File: config.mk
export PLATFORM = sky130hd
export DESIGN_NAME = sync_output_ctrl
export DESIGN_NICKNAME = d
export VERILOG_FILES = /design/src/shared/sync_out_pkg.sv /design/src/rtl/sync_monitor.sv /design/src/rtl/sync_output_ctrl.sv
export SDC_FILE = /design/constraint.sdc
export NUM_CORES = 1
export LEC_CHECK = 0
export BUFFER_PORTS_ARGS = -buffer_cell sky130_fd_sc_hd__buf_2
export CAP_MARGIN = 20
export CORE_ASPECT_RATIO = 0.6
export CORE_UTILIZATION = 38
export CTS_BUF_LIST = sky130_fd_sc_hd__clkbuf_16
export DETAILED_ROUTE_END_ITERATION = 10
export PLACE_DENSITY_LB_ADDON = 0.05
export SYNTH_ARGS = -nofsm -noshare
export SYNTH_HDL_FRONTEND = slang
export SYNTH_SLANG_ARGS = --single-unit
File: constraint.sdc
create_clock -name mclk -period 6 [get_ports mclk]
set_input_delay 0.3 -clock mclk [delete_from_list [all_inputs] [get_ports mclk]]
set_output_delay 0.3 -clock mclk [all_outputs]
set_load 0.01 [all_outputs]
File: src/shared/sync_out_pkg.sv
// constants for the sync output and standby control block
package sync_out_pkg;
    // register offsets
    localparam logic [7:0]  ADDR_ACT     = 8'h01;
    localparam logic [7:0]  ADDR_POL     = 8'h02;
    localparam logic [7:0]  ADDR_INCFG   = 8'h05;
    localparam logic [7:0]  ADDR_LS_POL  = 8'h18;
    localparam logic [7:0]  ADDR_LS_WID  = 8'h19;
    localparam logic [7:0]  ADDR_PWR     = 8'h1B;
    localparam logic [7:0]  ADDR_MULT    = 8'h2B;
    localparam logic [7:0]  ADDR_LLEN_LO = 8'h3E;
    localparam logic [7:0]  ADDR_LLEN_HI = 8'h3F;
    // field positions and codes
    localparam int          INCFG_CS_BIT  = 3;
    localparam int          INCFG_SOG_BIT = 4;
    localparam int          LS_POL_BIT    = 7;
    localparam logic [7:0]  PWR_STANDBY   = 8'h0F;
    // reset values: ac-coupled rgb, separate syncs
    localparam logic [7:0]  RST_INCFG  = 8'h00;
    localparam logic [7:0]  RST_LS_POL = 8'h00;
    localparam logic [7:0]  RST_LS_WID = 8'h01;
    localparam logic [7:0]  RST_PWR    = 8'h00;
    localparam logic [7:0]  RST_MULT   = 8'h10;
    localparam logic [11:0] RST_LLEN   = 12'h320;
    // timing
    localparam int          CLK_MHZ        = 25;
    localparam int          EQ_MAX_NS      = 3500;
    localparam int          BROAD_MIN_NS   = 10000;
    localparam int          ACT_TIMEOUT_US = 40000;
    localparam int          EQ_MAX_CYC     = EQ_MAX_NS * CLK_MHZ / 1000;
    localparam int          BROAD_MIN_CYC  = (BROAD_MIN_NS * CLK_MHZ + 999) / 1000;
    localparam int          ACT_TIMEOUT_CYC = ACT_TIMEOUT_US * CLK_MHZ;
    localparam int          PW_W           = 10;
    // extracted vertical sync states
    typedef enum logic [1:0] {
        VX_LINE = 2'b01,
        VX_VERT = 2'b10
    } vext_state_t;
endpackage : sync_out_pkg

File: src/rtl/sync_monitor.sv
// activity, polarity and pulse width monitor for one sync input
module sync_monitor #(
    parameter logic [19:0] ACT_TIMEOUT_CYC = 20'(sync_out_pkg::ACT_TIMEOUT_CYC)
) (
    input  wire logic                         mclk,
    input  wire logic                         rst_b,
    input  wire logic                         sync_in,
    output logic                              active,
    output logic                              pol_high,
    output logic                              low_done,
    output logic [sync_out_pkg::PW_W-1:0]     low_len
);
    logic [2:0]                      sync_ff;
    logic                            lvl_ff;
    logic                            done_ff;
    logic [sync_out_pkg::PW_W-1:0]   run_ff;
    logic [sync_out_pkg::PW_W-1:0]   hi_len_ff;
    logic [sync_out_pkg::PW_W-1:0]   lo_len_ff;
    logic [19:0]                     idle_ff;
    logic [1:0]                      fill_ff;
    logic                            edge_seen;

    // a change counts once stages two and three agree, after the stages have filled
    assign edge_seen = (fill_ff == 2'h3) && (sync_ff[1] == sync_ff[2]) && (sync_ff[2] != lvl_ff);

    // three stage synchroniser; the level follows the pin while the stages fill,
    // so a pin that idles high gives no false edge after reset
    always_ff @(posedge mclk or negedge rst_b) begin
        if (!rst_b) begin
            sync_ff <= 3'h0;
            lvl_ff  <= 1'b0;
            fill_ff <= 2'h0;
        end else begin
            sync_ff <= {sync_ff[1:0], sync_in};
            if (fill_ff != 2'h3) begin
                fill_ff <= fill_ff + 2'h1;
                lvl_ff  <= sync_ff[1];
            end else if (edge_seen) begin
                lvl_ff <= sync_ff[2];
            end
        end
    end

    // phase length measurement, saturating
    always_ff @(posedge mclk or negedge rst_b) begin
        if (!rst_b) begin
            run_ff    <= '0;
            hi_len_ff <= '0;
            lo_len_ff <= '0;
            done_ff   <= 1'b0;
        end else begin
            done_ff <= edge_seen && !lvl_ff;
            if (edge_seen) begin
                run_ff <= 10'h001;
                if (lvl_ff) begin
                    hi_len_ff <= run_ff;
                end else begin
                    lo_len_ff <= run_ff;
                end
            end else if (run_ff != '1) begin
                run_ff <= run_ff + 10'h001;
            end
        end
    end

    // activity timeout keeps running in standby
    always_ff @(posedge mclk or negedge rst_b) begin
        if (!rst_b) begin
            idle_ff <= ACT_TIMEOUT_CYC;
        end else if (edge_seen) begin
            idle_ff <= 20'h00000;
        end else if (idle_ff < ACT_TIMEOUT_CYC) begin
            idle_ff <= idle_ff + 20'h00001;
        end
    end

    assign active   = idle_ff < ACT_TIMEOUT_CYC;
    assign pol_high = hi_len_ff < lo_len_ff;
    assign low_done = done_ff;
    assign low_len  = lo_len_ff;

    AST_MON_ACTIVE: assert property (@(posedge mclk) disable iff (!rst_b)
        edge_seen |=> active ##1 active)
        else $error("activity not shown after a sync edge");
endmodule : sync_monitor

File: src/rtl/sync_output_ctrl.sv
// sync outputs, line start pulse generation and standby/reset control
// Contract
// - sync outputs are unsynchronised copies of selected inputs, timing unchanged
// - with sync-on-green selected and INCFG_CS_BIT clear, horizontal output carries the whole composite
// - with sync-on-green selected and INCFG_CS_BIT clear, vertical output is the extracted vertical pulse
// - protection pulses may lengthen or add an extracted vertical pulse
// - line start pulse follows pixel clock and data, ends at pixel 0
// - line start width in pixel clocks equals the width register, at most line length minus one
// - line start polarity comes from bit 7 at line_start_polarity_control
// - wider pulse keeps trailing edge at pixel 0, leading edge moves earlier
// - sync outputs and separator keep running in power down
// - writing 0x0F to power_down_control enters standby, stopping converters and clocks
// - register access and activity/polarity status keep working in standby
// - reference is input clock times multiplier register, host picks near 400MHz
// - power-on reset restores every register default
// - external reset does the same full reset, may stay high
// - reset defaults select ac-coupled rgb input
module sync_output_ctrl #(
    parameter logic [19:0] ACT_TIMEOUT_CYC = 20'(sync_out_pkg::ACT_TIMEOUT_CYC)
) (
    input  wire logic        mclk,
    input  wire logic        rst_b,
    input  wire logic        hsync_in,
    input  wire logic        vsync_in,
    input  wire logic        sync_on_green_input,
    input  wire logic        pixel_clock_in,
    input  wire logic [23:0] pixel_data_in,
    input  wire logic        reg_wr,
    input  wire logic        reg_rd,
    input  wire logic [7:0]  reg_addr,
    input  wire logic [7:0]  reg_wdata,
    output logic      [7:0]  reg_rdata,
    output logic             hsync_out,
    output logic             vsync_out,
    output logic             line_start_pulse,
    output logic             pixel_clock_out,
    output logic      [23:0] pixel_data_out,
    output logic             adc_power_down,
    output logic             sampling_clock_synth_en,
    output logic      [7:0]  ref_mult
);
    // configuration registers
    logic [7:0]  incfg_ff;
    logic [7:0]  ls_pol_ff;
    logic [7:0]  ls_wid_ff;
    logic [7:0]  pwr_ff;
    logic [7:0]  mult_ff;
    logic [11:0] llen_ff;
    logic [7:0]  rdata_ff;
    // pixel domain sampling
    logic [2:0]  pclk_ff;
    logic        pclk_lvl_ff;
    logic [11:0] pix_cnt_ff;
    logic        ls_act_ff;
    logic        ls_out_ff;
    logic        pclk_out_ff;
    logic [23:0] pdata_ff;
    logic        standby_ff;
    logic        adc_pd_ff;
    logic        synth_en_ff;
    // sync separation
    sync_out_pkg::vext_state_t vx_state_ff;
    logic        vext_ff;
    logic [2:0]  act;
    logic [2:0]  pol;
    logic [2:0]  done;
    logic [sync_out_pkg::PW_W-1:0] len [3];
    logic        sog_sel;
    logic        cs_sel;
    logic        pclk_rise;
    logic [11:0] nxt_pix_cnt;
    logic        nxt_ls_act;
    logic        ls_pol;
    logic [2:0]  raw_in;

    // true while the next pixel lies in the last wid pixels before pixel 0
    function automatic logic in_pulse(input logic [11:0] cnt, input logic [11:0] len_q,
                                      input logic [7:0] wid);
        logic [11:0] w;
        w = (12'(wid) > len_q) ? len_q : 12'(wid);
        in_pulse = (w != 12'h000) && (cnt != 12'h000) && (cnt >= len_q - w);
    endfunction : in_pulse

    assign sog_sel = incfg_ff[sync_out_pkg::INCFG_SOG_BIT];
    assign cs_sel  = incfg_ff[sync_out_pkg::INCFG_CS_BIT];
    assign ls_pol  = ls_pol_ff[sync_out_pkg::LS_POL_BIT];
    assign raw_in  = {sync_on_green_input, vsync_in, hsync_in};

    // one monitor per sync input, all alive in standby
    for (genvar i = 0; i < 3; i++) begin : g_mon
        sync_monitor #(
            .ACT_TIMEOUT_CYC (ACT_TIMEOUT_CYC)
        ) u_mon (
            .mclk     (mclk),
            .rst_b    (rst_b),
            .sync_in  (raw_in[i]),
            .active   (act[i]),
            .pol_high (pol[i]),
            .low_done (done[i]),
            .low_len  (len[i])
        );
    end

    // register writes; one reset serves power-on and external reset
    always_ff @(posedge mclk or negedge rst_b) begin
        if (!rst_b) begin
            incfg_ff  <= sync_out_pkg::RST_INCFG;
            ls_pol_ff <= sync_out_pkg::RST_LS_POL;
            ls_wid_ff <= sync_out_pkg::RST_LS_WID;
            pwr_ff    <= sync_out_pkg::RST_PWR;
            mult_ff   <= sync_out_pkg::RST_MULT;
            llen_ff   <= sync_out_pkg::RST_LLEN;
        end else if (reg_wr) begin
            case (reg_addr)
                sync_out_pkg::ADDR_INCFG:   incfg_ff  <= reg_wdata;
                sync_out_pkg::ADDR_LS_POL:  ls_pol_ff <= reg_wdata;
                sync_out_pkg::ADDR_LS_WID:  ls_wid_ff <= reg_wdata;
                sync_out_pkg::ADDR_PWR:     pwr_ff    <= reg_wdata;
                sync_out_pkg::ADDR_MULT:    mult_ff   <= reg_wdata;
                sync_out_pkg::ADDR_LLEN_LO: llen_ff[7:0]  <= reg_wdata;
                sync_out_pkg::ADDR_LLEN_HI: llen_ff[11:8] <= reg_wdata[3:0];
                default: ;
            endcase
        end
    end

    // register reads, answered one cycle later, also in standby
    always_ff @(posedge mclk or negedge rst_b) begin
        if (!rst_b) begin
            rdata_ff <= 8'h00;
        end else if (reg_rd) begin
            case (reg_addr)
                sync_out_pkg::ADDR_ACT:     rdata_ff <= {5'h00, act};
                sync_out_pkg::ADDR_POL:     rdata_ff <= {5'h00, pol};
                sync_out_pkg::ADDR_INCFG:   rdata_ff <= incfg_ff;
                sync_out_pkg::ADDR_LS_POL:  rdata_ff <= ls_pol_ff;
                sync_out_pkg::ADDR_LS_WID:  rdata_ff <= ls_wid_ff;
                sync_out_pkg::ADDR_PWR:     rdata_ff <= pwr_ff;
                sync_out_pkg::ADDR_MULT:    rdata_ff <= mult_ff;
                sync_out_pkg::ADDR_LLEN_LO: rdata_ff <= llen_ff[7:0];
                sync_out_pkg::ADDR_LLEN_HI: rdata_ff <= {4'h0, llen_ff[11:8]};
                default:                    rdata_ff <= 8'h00;
            endcase
        end
    end

    // standby decode drives converter and synthesiser enables
    always_ff @(posedge mclk or negedge rst_b) begin
        if (!rst_b) begin
            standby_ff  <= 1'b0;
            adc_pd_ff   <= 1'b0;
            synth_en_ff <= 1'b1;
        end else begin
            standby_ff  <= pwr_ff == sync_out_pkg::PWR_STANDBY;
            adc_pd_ff   <= pwr_ff == sync_out_pkg::PWR_STANDBY;
            synth_en_ff <= pwr_ff != sync_out_pkg::PWR_STANDBY;
        end
    end

    // pixel clock sampled by three stages, edge taken when stages agree
    always_ff @(posedge mclk or negedge rst_b) begin
        if (!rst_b) begin
            pclk_ff     <= 3'h0;
            pclk_lvl_ff <= 1'b0;
        end else begin
            pclk_ff <= {pclk_ff[1:0], pixel_clock_in};
            if (pclk_ff[1] == pclk_ff[2]) begin
                pclk_lvl_ff <= pclk_ff[2];
            end
        end
    end

    assign pclk_rise = !standby_ff && (pclk_ff[1] == pclk_ff[2]) && pclk_ff[2] && !pclk_lvl_ff;

    // next pixel position and line start state
    always_comb begin
        nxt_pix_cnt = pix_cnt_ff;
        nxt_ls_act  = ls_act_ff;
        if (pclk_rise) begin
            nxt_pix_cnt = (pix_cnt_ff >= llen_ff - 12'h001) ? 12'h000 : pix_cnt_ff + 12'h001;
            nxt_ls_act  = in_pulse(nxt_pix_cnt, llen_ff, ls_wid_ff);
        end
    end

    // pixel counter and line start, held still in standby
    always_ff @(posedge mclk or negedge rst_b) begin
        if (!rst_b) begin
            pix_cnt_ff <= 12'h000;
            ls_act_ff  <= 1'b0;
            ls_out_ff  <= 1'b0;
        end else begin
            pix_cnt_ff <= nxt_pix_cnt;
            ls_act_ff  <= nxt_ls_act;
            ls_out_ff  <= nxt_ls_act ^ ls_pol;
        end
    end

    // pixel data leaves on the same edge as the line start, pixel clock one cycle later
    always_ff @(posedge mclk or negedge rst_b) begin
        if (!rst_b) begin
            pclk_out_ff <= 1'b0;
            pdata_ff    <= 24'h000000;
        end else begin
            pclk_out_ff <= !standby_ff && pclk_lvl_ff;
            if (pclk_rise) begin
                pdata_ff <= pixel_data_in;
            end
        end
    end

    // vertical extraction from sync-on-green pulse widths
    always_ff @(posedge mclk or negedge rst_b) begin
        if (!rst_b) begin
            vx_state_ff <= sync_out_pkg::VX_LINE;
        end else if (done[2]) begin
            case (vx_state_ff)
                sync_out_pkg::VX_LINE: begin
                    if (len[2] <= 10'(sync_out_pkg::EQ_MAX_CYC) ||
                        len[2] >= 10'(sync_out_pkg::BROAD_MIN_CYC)) begin
                        vx_state_ff <= sync_out_pkg::VX_VERT;
                    end
                end
                sync_out_pkg::VX_VERT: begin
                    if (len[2] > 10'(sync_out_pkg::EQ_MAX_CYC) &&
                        len[2] < 10'(sync_out_pkg::BROAD_MIN_CYC)) begin
                        vx_state_ff <= sync_out_pkg::VX_LINE;
                    end
                end
                default: vx_state_ff <= sync_out_pkg::VX_LINE;
            endcase
        end
    end

    // extracted vertical sync, active low like the sync tip
    assign vext_ff = vx_state_ff != sync_out_pkg::VX_VERT;

    // unsynchronised pass-through, or the extracted vertical on vsync_out with sync-on-green selected and INCFG_CS_BIT clear, independent of standby
    assign hsync_out = (sog_sel && !cs_sel) ? sync_on_green_input : hsync_in;
    assign vsync_out = (sog_sel && !cs_sel) ? vext_ff : vsync_in;

    assign reg_rdata               = rdata_ff;
    assign line_start_pulse        = ls_out_ff;
    assign pixel_clock_out         = pclk_out_ff;
    assign pixel_data_out          = pdata_ff;
    assign adc_power_down          = adc_pd_ff;
    assign sampling_clock_synth_en = synth_en_ff;
    assign ref_mult                = mult_ff;

    // helper: first cycle after reset release
    logic rst_seen_ff;
    always_ff @(posedge mclk or negedge rst_b) begin
        if (!rst_b) begin
            rst_seen_ff <= 1'b0;
        end else begin
            rst_seen_ff <= 1'b1;
        end
    end

    AST_RESET_DEFAULTS: assert property (@(posedge mclk) disable iff (!rst_b)
        !rst_seen_ff |-> incfg_ff == sync_out_pkg::RST_INCFG && pwr_ff == sync_out_pkg::RST_PWR
                         && !ls_act_ff && synth_en_ff)
        else $error("defaults not present after reset");
    AST_STANDBY_HOLDS: assert property (@(posedge mclk) disable iff (!rst_b)
        standby_ff |-> adc_power_down ##1 ($stable(pix_cnt_ff) && !pixel_clock_out))
        else $error("pixel logic moved in standby");
    AST_STANDBY_ENTRY: assert property (@(posedge mclk) disable iff (!rst_b)
        reg_wr && reg_addr == sync_out_pkg::ADDR_PWR && reg_wdata == sync_out_pkg::PWR_STANDBY
        |=> ##1 standby_ff && !sampling_clock_synth_en)
        else $error("standby not entered two cycles after write");
    AST_LEAD_EDGE: assert property (@(posedge mclk) disable iff (!rst_b)
        $rose(ls_act_ff) |-> pix_cnt_ff == llen_ff - 12'(ls_wid_ff) || 12'(ls_wid_ff) >= llen_ff)
        else $error("line start began at wrong pixel");
    AST_TRAIL_PIX0: assert property (@(posedge mclk) disable iff (!rst_b)
        $fell(ls_act_ff) && $stable(llen_ff) && $stable(ls_wid_ff) |-> pix_cnt_ff == 12'h000)
        else $error("line start did not end at pixel 0");
    AST_POLARITY: assert property (@(posedge mclk) disable iff (!rst_b)
        line_start_pulse == (ls_act_ff ^ $past(ls_pol)))
        else $error("line start polarity wrong");
    AST_SOG_PASS: assert property (@(posedge mclk) disable iff (!rst_b)
        sog_sel && !cs_sel && standby_ff |-> hsync_out == sync_on_green_input)
        else $error("composite not passed in standby");
    AST_VEXT_SET: assert property (@(posedge mclk) disable iff (!rst_b)
        done[2] && len[2] >= 10'(sync_out_pkg::BROAD_MIN_CYC) |=> !vext_ff)
        else $error("broad pulse did not start extracted vertical");
    AST_VEXT_CLR: assert property (@(posedge mclk) disable iff (!rst_b)
        done[2] && len[2] > 10'(sync_out_pkg::EQ_MAX_CYC) && len[2] < 10'(sync_out_pkg::BROAD_MIN_CYC)
        |=> vext_ff)
        else $error("line pulse did not end extracted vertical");
    AST_STATUS_READ: assert property (@(posedge mclk) disable iff (!rst_b)
        reg_rd && reg_addr == sync_out_pkg::ADDR_ACT |=> reg_rdata == {5'h00, $past(act)})
        else $error("activity status read wrong");

    COV_LINE_START: cover property (@(posedge mclk) disable iff (!rst_b) $fell(ls_act_ff));
    COV_STANDBY:    cover property (@(posedge mclk) disable iff (!rst_b) $rose(standby_ff));
    COV_VEXT:       cover property (@(posedge mclk) disable iff (!rst_b) $fell(vext_ff) && sog_sel);
endmodule : sync_output_ctrl

---- After elaboration in Yosys (flattened, before gate mapping) ----
Cells that the tools add are included.
storage, ports and cells
  register bits ........................... 276
  output and inout bits ................... 46
  input bits .............................. 48
  word-level logic and storage cells ...... 173
operators by class
  $lt $le $gt $ge ......................... 13
  bitwise operators ....................... 4
  mux-type cells .......................... 27
  reductions and logical operators ........ 45
  add/sub/neg operators ................... 12
  eq/ne operators ......................... 32
operators with widths
  operator                                                                number
  20-bit 2-to-1 mux                                                       6
  8-bit one-hot mux with 9 select lines                                   1
  20-bit by 1-bit adder with 20-bit output, second input constant         3
  20-bit less-than comparator, second input constant                      3
  10-bit 2-to-1 mux                                                       6
  10-bit by 1-bit adder with 10-bit output, second input constant         3
  10-bit less-than comparator                                             3
  10-bit != test, second input constant                                   3
  2-bit AND reduction                                                     13
  8-bit by 5-bit == test with 1-bit output, second input constant         3
  8-bit by 6-bit == test with 1-bit output, second input constant         3
  12-bit >= comparator                                                    2
  12-bit 2-to-1 mux                                                       2
  12-bit nonzero test                                                     2
  2-bit nonzero test                                                      9
  1-bit logical AND                                                       15
  12-bit by 1-bit adder with 12-bit output, second input constant         1
  8-bit by 12-bit > comparator with 1-bit output                          1
  2-bit != test, second input constant                                    6
  12-bit by 1-bit subtractor with 12-bit output, second input constant    1
  12-bit subtractor                                                       1
  10-bit by 8-bit >= comparator with 1-bit output, second input constant  1
  10-bit by 7-bit > comparator with 1-bit output, second input constant   1
  10-bit by 7-bit <= comparator with 1-bit output, second input constant  1
  19 further kinds                                                        43

---- Longest topological paths before layout ----
  depth in word-level cells ............... 8
  depth in mapped cells ................... 26
  gate-level depth less buffers ........... 25

---- Hierarchy ----
From an unflattened synthesis, not the netlist that was laid out.
unflattened totals
  cell total of the unflattened synthesis .. 1,478
  area total of the unflattened synthesis .. 14,961.8 sq um
modules (own cells, without submodules)
  module            instances  cells each  area each (sq um)  seq. area each (sq um)
  sync_monitor      3          268         2,836.5            1,435.1
  sync_output_ctrl  1          674         6,452.4            2,686.3

---- Worst setup path after synthesis ----
OpenSTA, ideal clock, no wires.
  kind .................................... register -> register
  start point ............................. register llen_ff[1]
  end point ............................... register ls_out_ff (netlist: line_start_pulse)
  library setup time ...................... 0.079 ns
  data required time ...................... 5.921 ns
  stages on the path, launching flop included .. 26
  arrival ................................. 4.773 ns
  path buffers ............................ 1
  clock period less this slack ............ 4.852 ns
  slack ................................... 1.148 ns
  path through ............................ dfrtp_1 -> inv_1 -> ha_1 -> nor2b_1 -> o211ai_1 -> a21oi_1 -> o21ai_1 -> clkbuf_1 -> nand2_1 -> o21ai_0 -> ha_1 -> inv_1 -> fa_1 -> a21oi_1 -> o21ai_0 -> o311ai_1 -> nor3b_2 -> a211o_1 -> ha_1 -> a21o_1 -> a21oi_1 -> nor2b_1 -> o21ai_0 -> a311o_1 -> o41ai_2 -> xor2_1
between the ends
  cells in the longest elaborated chain, start to end .. 8
  elaborated cells on any way between the ends .. 13
  classes of those cells .................. add/sub (2); order compare (3); mux (3); bitwise (1); reduce/logical (4)
ends and longest elaborated chain
  what                                                                                                   line                     RTL
  start: declaration                                                                                     sync_output_ctrl.sv:48   logic [11:0] llen_ff;
  start signal: assignment                                                                               sync_output_ctrl.sv:112  llen_ff <= sync_out_pkg::RST_LLEN;
  start signal: assignment                                                                               sync_output_ctrl.sv:120  sync_out_pkg::ADDR_LLEN_LO: llen_ff[7:0] <= reg_wdata;
  parallel branches: the longest is 5 deep, another holds 12-bit by 1-bit subtractor with 12-bit output  n/a
  1-bit logical AND (*)                                                                                  sync_output_ctrl.sv:81   in_pulse = (w != 12'h000) && (cnt != 12'h000) && (cnt >= len_q - w);
  1-bit 2-to-1 mux (*)                                                                                   sync_output_ctrl.sv:179  if (pclk_rise) begin
  named net nxt_ls_act                                                                                   sync_output_ctrl.sv:72   logic nxt_ls_act;
  1-bit bitwise XOR (*)                                                                                  sync_output_ctrl.sv:194  ls_out_ff <= nxt_ls_act ^ ls_pol;
  end signal: assignment                                                                                 sync_output_ctrl.sv:194
  end: declaration                                                                                       sync_output_ctrl.sv:55   logic ls_out_ff;
Mark *: on every way through the listed nets, which the timed path passes.
A chain may end at the register's enable or synchronous reset.

---- Final worst setup path ----
Ends and elaborated chain as after synthesis.

==> impl_results.md <==
* Yosys cell types at 73
* Period utilization at 0.879
* # clock sinks at 276
* Post-route DRC at 0
* CTS max path bufs at 3
* Hold Startpoint: reg_wdata[7]
* Total global-route track usage at 0.188
* Synth Instances at ~1400
* R2R cell count at 21
* Port bufs at 93
* Worst-Skew Late Latency at between 0.5 and 0.6 ns
* Clk slew on worst S/H paths at 0.07 ns
* Fmax at 0.190 GHz
* Post-layout nets at 1667
* Final design utilization at 0.445
* 1st-pass router iterations at 4
* Placed insts at about 2000
* YS warnings at 0
* DR vias/cell at around 5.1
* H-tree depth at 1
* Final cell count without fillers at just over 2000
* Area share of the largest cell type after synthesis at 0.428
* Seq cells post-synth at ~280
* Final hold vios at 0
* DR iter-0 viols at 642
* Slew @ Worst Pin at 0.886 ns
* Max_cap viols at 0
* Reg-to-reg endpoint: line_start_pulse
* Yosys top cell by area: dfrtp_1
* CP Data Arrival Time at 5.75 ns
* Initial antenna violation count at 0
* Worst vdd ir at roughly 200 µV
* FF-to-FF setup slack at 0.73 ns
* Max Slew Vio Count at 0
* Critical path type: reg2reg
* Die Ht at approximately 150 µm
* Total grt overflow at 0
* Setup_tns at 0 ns
* I/O pin cnt at 94
* Primary FF master, synth: dfrtp_1
* Die ar. at 39000 µm²
* Num CTS Buffers at 28
* Fraction of layout cells with a size suffix above 1 at 0.191
* Tmin final at 5.27 ns
* Row cnt at 55
* Worst setup path end: line_start_pulse
* Relative slew slack at 0.409
* Root buffer cell: clkbuf_16
* Pwr dens at 311 nW/µm²
* TritonCTS clock tree: built
* P_leak at 7.82 nW
* Initial core utilization at 0.385
* Die X at 254 µm
* Status: finished, final reports clean
* Synthesized cell area at between 10000 and 15000 µm²
* Setup violations, final at 0
* EDFF count, synth at 0
* Worst r2r src: llen_ff[1]
* Pin count of the biggest net entering global routing at ~140
* Drt wl/cell at 17.0 µm
* Req. time, crit path at 6.48 ns
* Routed via count at ~11000
* Maximum fanout along the worst path at 5
* RSZ-0062 raised after global routing: false
* Routability cong. at 0.850
* Worst setup SP type: register
* Post-route ant nets at 0
* WL final at ~35000 µm
* Syn Area/Cell at ~10 µm²
* Post-DP HPWL at 24800 µm
* N_diodes at 0
* Synth Net Count at about 1600
* First-pass GRT wire length at 58500 µm
* Post-CTS setup buffers at 0
* Part of the Yosys area used for sequential elements at 0.479
* Crit end category: register
* Hold crit path type: in2reg
* Core area at 37600 µm²
* Synth area leaders: dfrtp_1, mux2_2, ha_1, dfstp_2, nand2_1
* Worst setup path start: llen_ff[1]
* Worst clock skew at 0.0255 ns
* Area grow syn2layout at 15.4%
* Vias in the first global route at roughly 10000
* Asr flop ratio synth at 1.00
## per-stage QoR
step	worst slack, ns	power, mW	hold WS, ns	instance area (µm²)
finish	0.729	5.21	0.0886	16700
global route	0.310	5.56	0.0639	16700
CTS	0.738	5.28	0.0567	16700
detailed placement	0.796	3.44	0.335	15500
global placement	1.04	3.42	0.332	15500
floorplan	1.15	3.07	0.00441	14500
## flip-flops by register name (all words and copies together) (netlist names), 6 cells and up
name	count
g_mon.u_mon.low_len	30
reg_rdata	8
llen_ff	12
pixel_data_out	24
ls_wid_ff	8
g_mon.u_mon.idle_ff	60
incfg_ff	8
g_mon.u_mon.run_ff	30
ref_mult	8
ls_pol_ff	8
pix_cnt_ff	12
g_mon.u_mon.hi_len_ff	30
g_mon.u_mon.sync_ff	9
pwr_ff	8
g_mon.u_mon.fill_ff	6
## cell usage after synthesis, drive strengths merged (24+ instances only)
library cell,instances
clkbuf,42
ha,77
dfrtp,248
a21oi,52
xnor2,37
dfstp,28
xor2,48
inv,53
nor2,130
nand2,176
mux2,112
nand2b,24
and3,26
o21ai,76
nand3,36
## cells by family (layout without fill, tap and decap cells)
kind of cell    Yosys count  in the layout  share of synthesized area
buf+inv                 102            238                     0.0280
flops                   276            276                      0.479
mux                     124            124                     0.0952
simple gates            531            531                      0.176
fa+ha+maj                79             79                     0.0685
xor+xnor                 85             85                     0.0513
compound gates          230            230                      0.102
## critical path, stage by stage, from the launching register on
cell and delay (ns):
dfrtp_1 0.44, inv_1 0.13, ha_1 0.30, nor2b_1 0.14, o211ai_1 0.16, a21oi_1 0.16, o21ai_1 0.39, nor2_1 0.08
a21oi_1 0.22, ha_1 0.27, a21o_1 0.17, a21oi_1 0.33, o21ai_0 0.20, o2111a_1 0.23, or2_1 0.24, a311oi_1 0.31
ha_1 0.21, and4_1 0.19, o211ai_1 0.10, a311o_1 0.29, o41ai_2 0.40, xor2_1 0.20
## placed cells by master, fill, tap and decap left out, drive strengths merged, types with 10 or more instances in the layout
| cell | n |
|---|---|
| a21o | 13 |
| a21oi | 52 |
| a31oi | 10 |
| and3 | 26 |
| buf | 104 |
| clkbuf | 28 |
| clkinv | 13 |
| dfrtp | 248 |
| dfstp | 28 |
| dlygate4sd3 | 29 |
| ha | 77 |
| inv | 59 |
| mux2 | 112 |
| mux2i | 12 |
| nand2 | 176 |
| nand2b | 24 |
| nand3 | 36 |
| nand4 | 23 |
| nor2 | 130 |
| nor2b | 19 |
| nor3 | 23 |
| nor4 | 13 |
| o21ai | 76 |
| o31ai | 12 |
| or3 | 21 |
| xnor2 | 37 |
| xor2 | 48 |
## report_power, final
group,switching (mW),leakage (nW),internal (mW),total [mW]
clock,0.770,0.471,1.02,1.79
sequential,0.208,3.56,2.09,2.30
combinational,0.611,3.79,0.513,1.12
total,1.59,7.82,3.62,5.21
## layout make-up
class,count,area [µm²]
Fill cell,3666,20900
Multi-Input combinational cell,1049,7160
Sequential cell,276,6940
Timing Repair Buffer,133,881
Clock buffer,28,701
Tap cell,513,642
Clock inverter,24,218
Inverter,53,199
## metal layers
metal,global-route usage,vias up,share of wire
li1,-,5259,-
met5,0,-,0
met1,0.309,5201,0.55
met2,0.250,150,0.40
met4,0.0359,0,0.016
met3,0.0310,40,0.038
## worst min-delay path by stage
stage | endpoint | slack [ns] | cells after the start
after floorplan | adc_power_down | 0.004 | 0
after global placement | g_mon[2].u_mon.sync_ff[1] | 0.33 | 0
after detailed placement | pclk_ff[1] | 0.33 | 0
after CTS | llen_ff[7] | 0.06 | 2
after global routing | llen_ff[7] | 0.06 | 2
final | ls_wid_ff[7] | 0.09 | 2
## timing repair
| action | CTS | global route |
|---|---|---|
| endpoints found under the hold margin | 106 | 0 |
| hold buffers | 29 | 0 |
| resized for setup | 0 | 0 |
No activity file was read; power rests on OpenSTA's default activity.
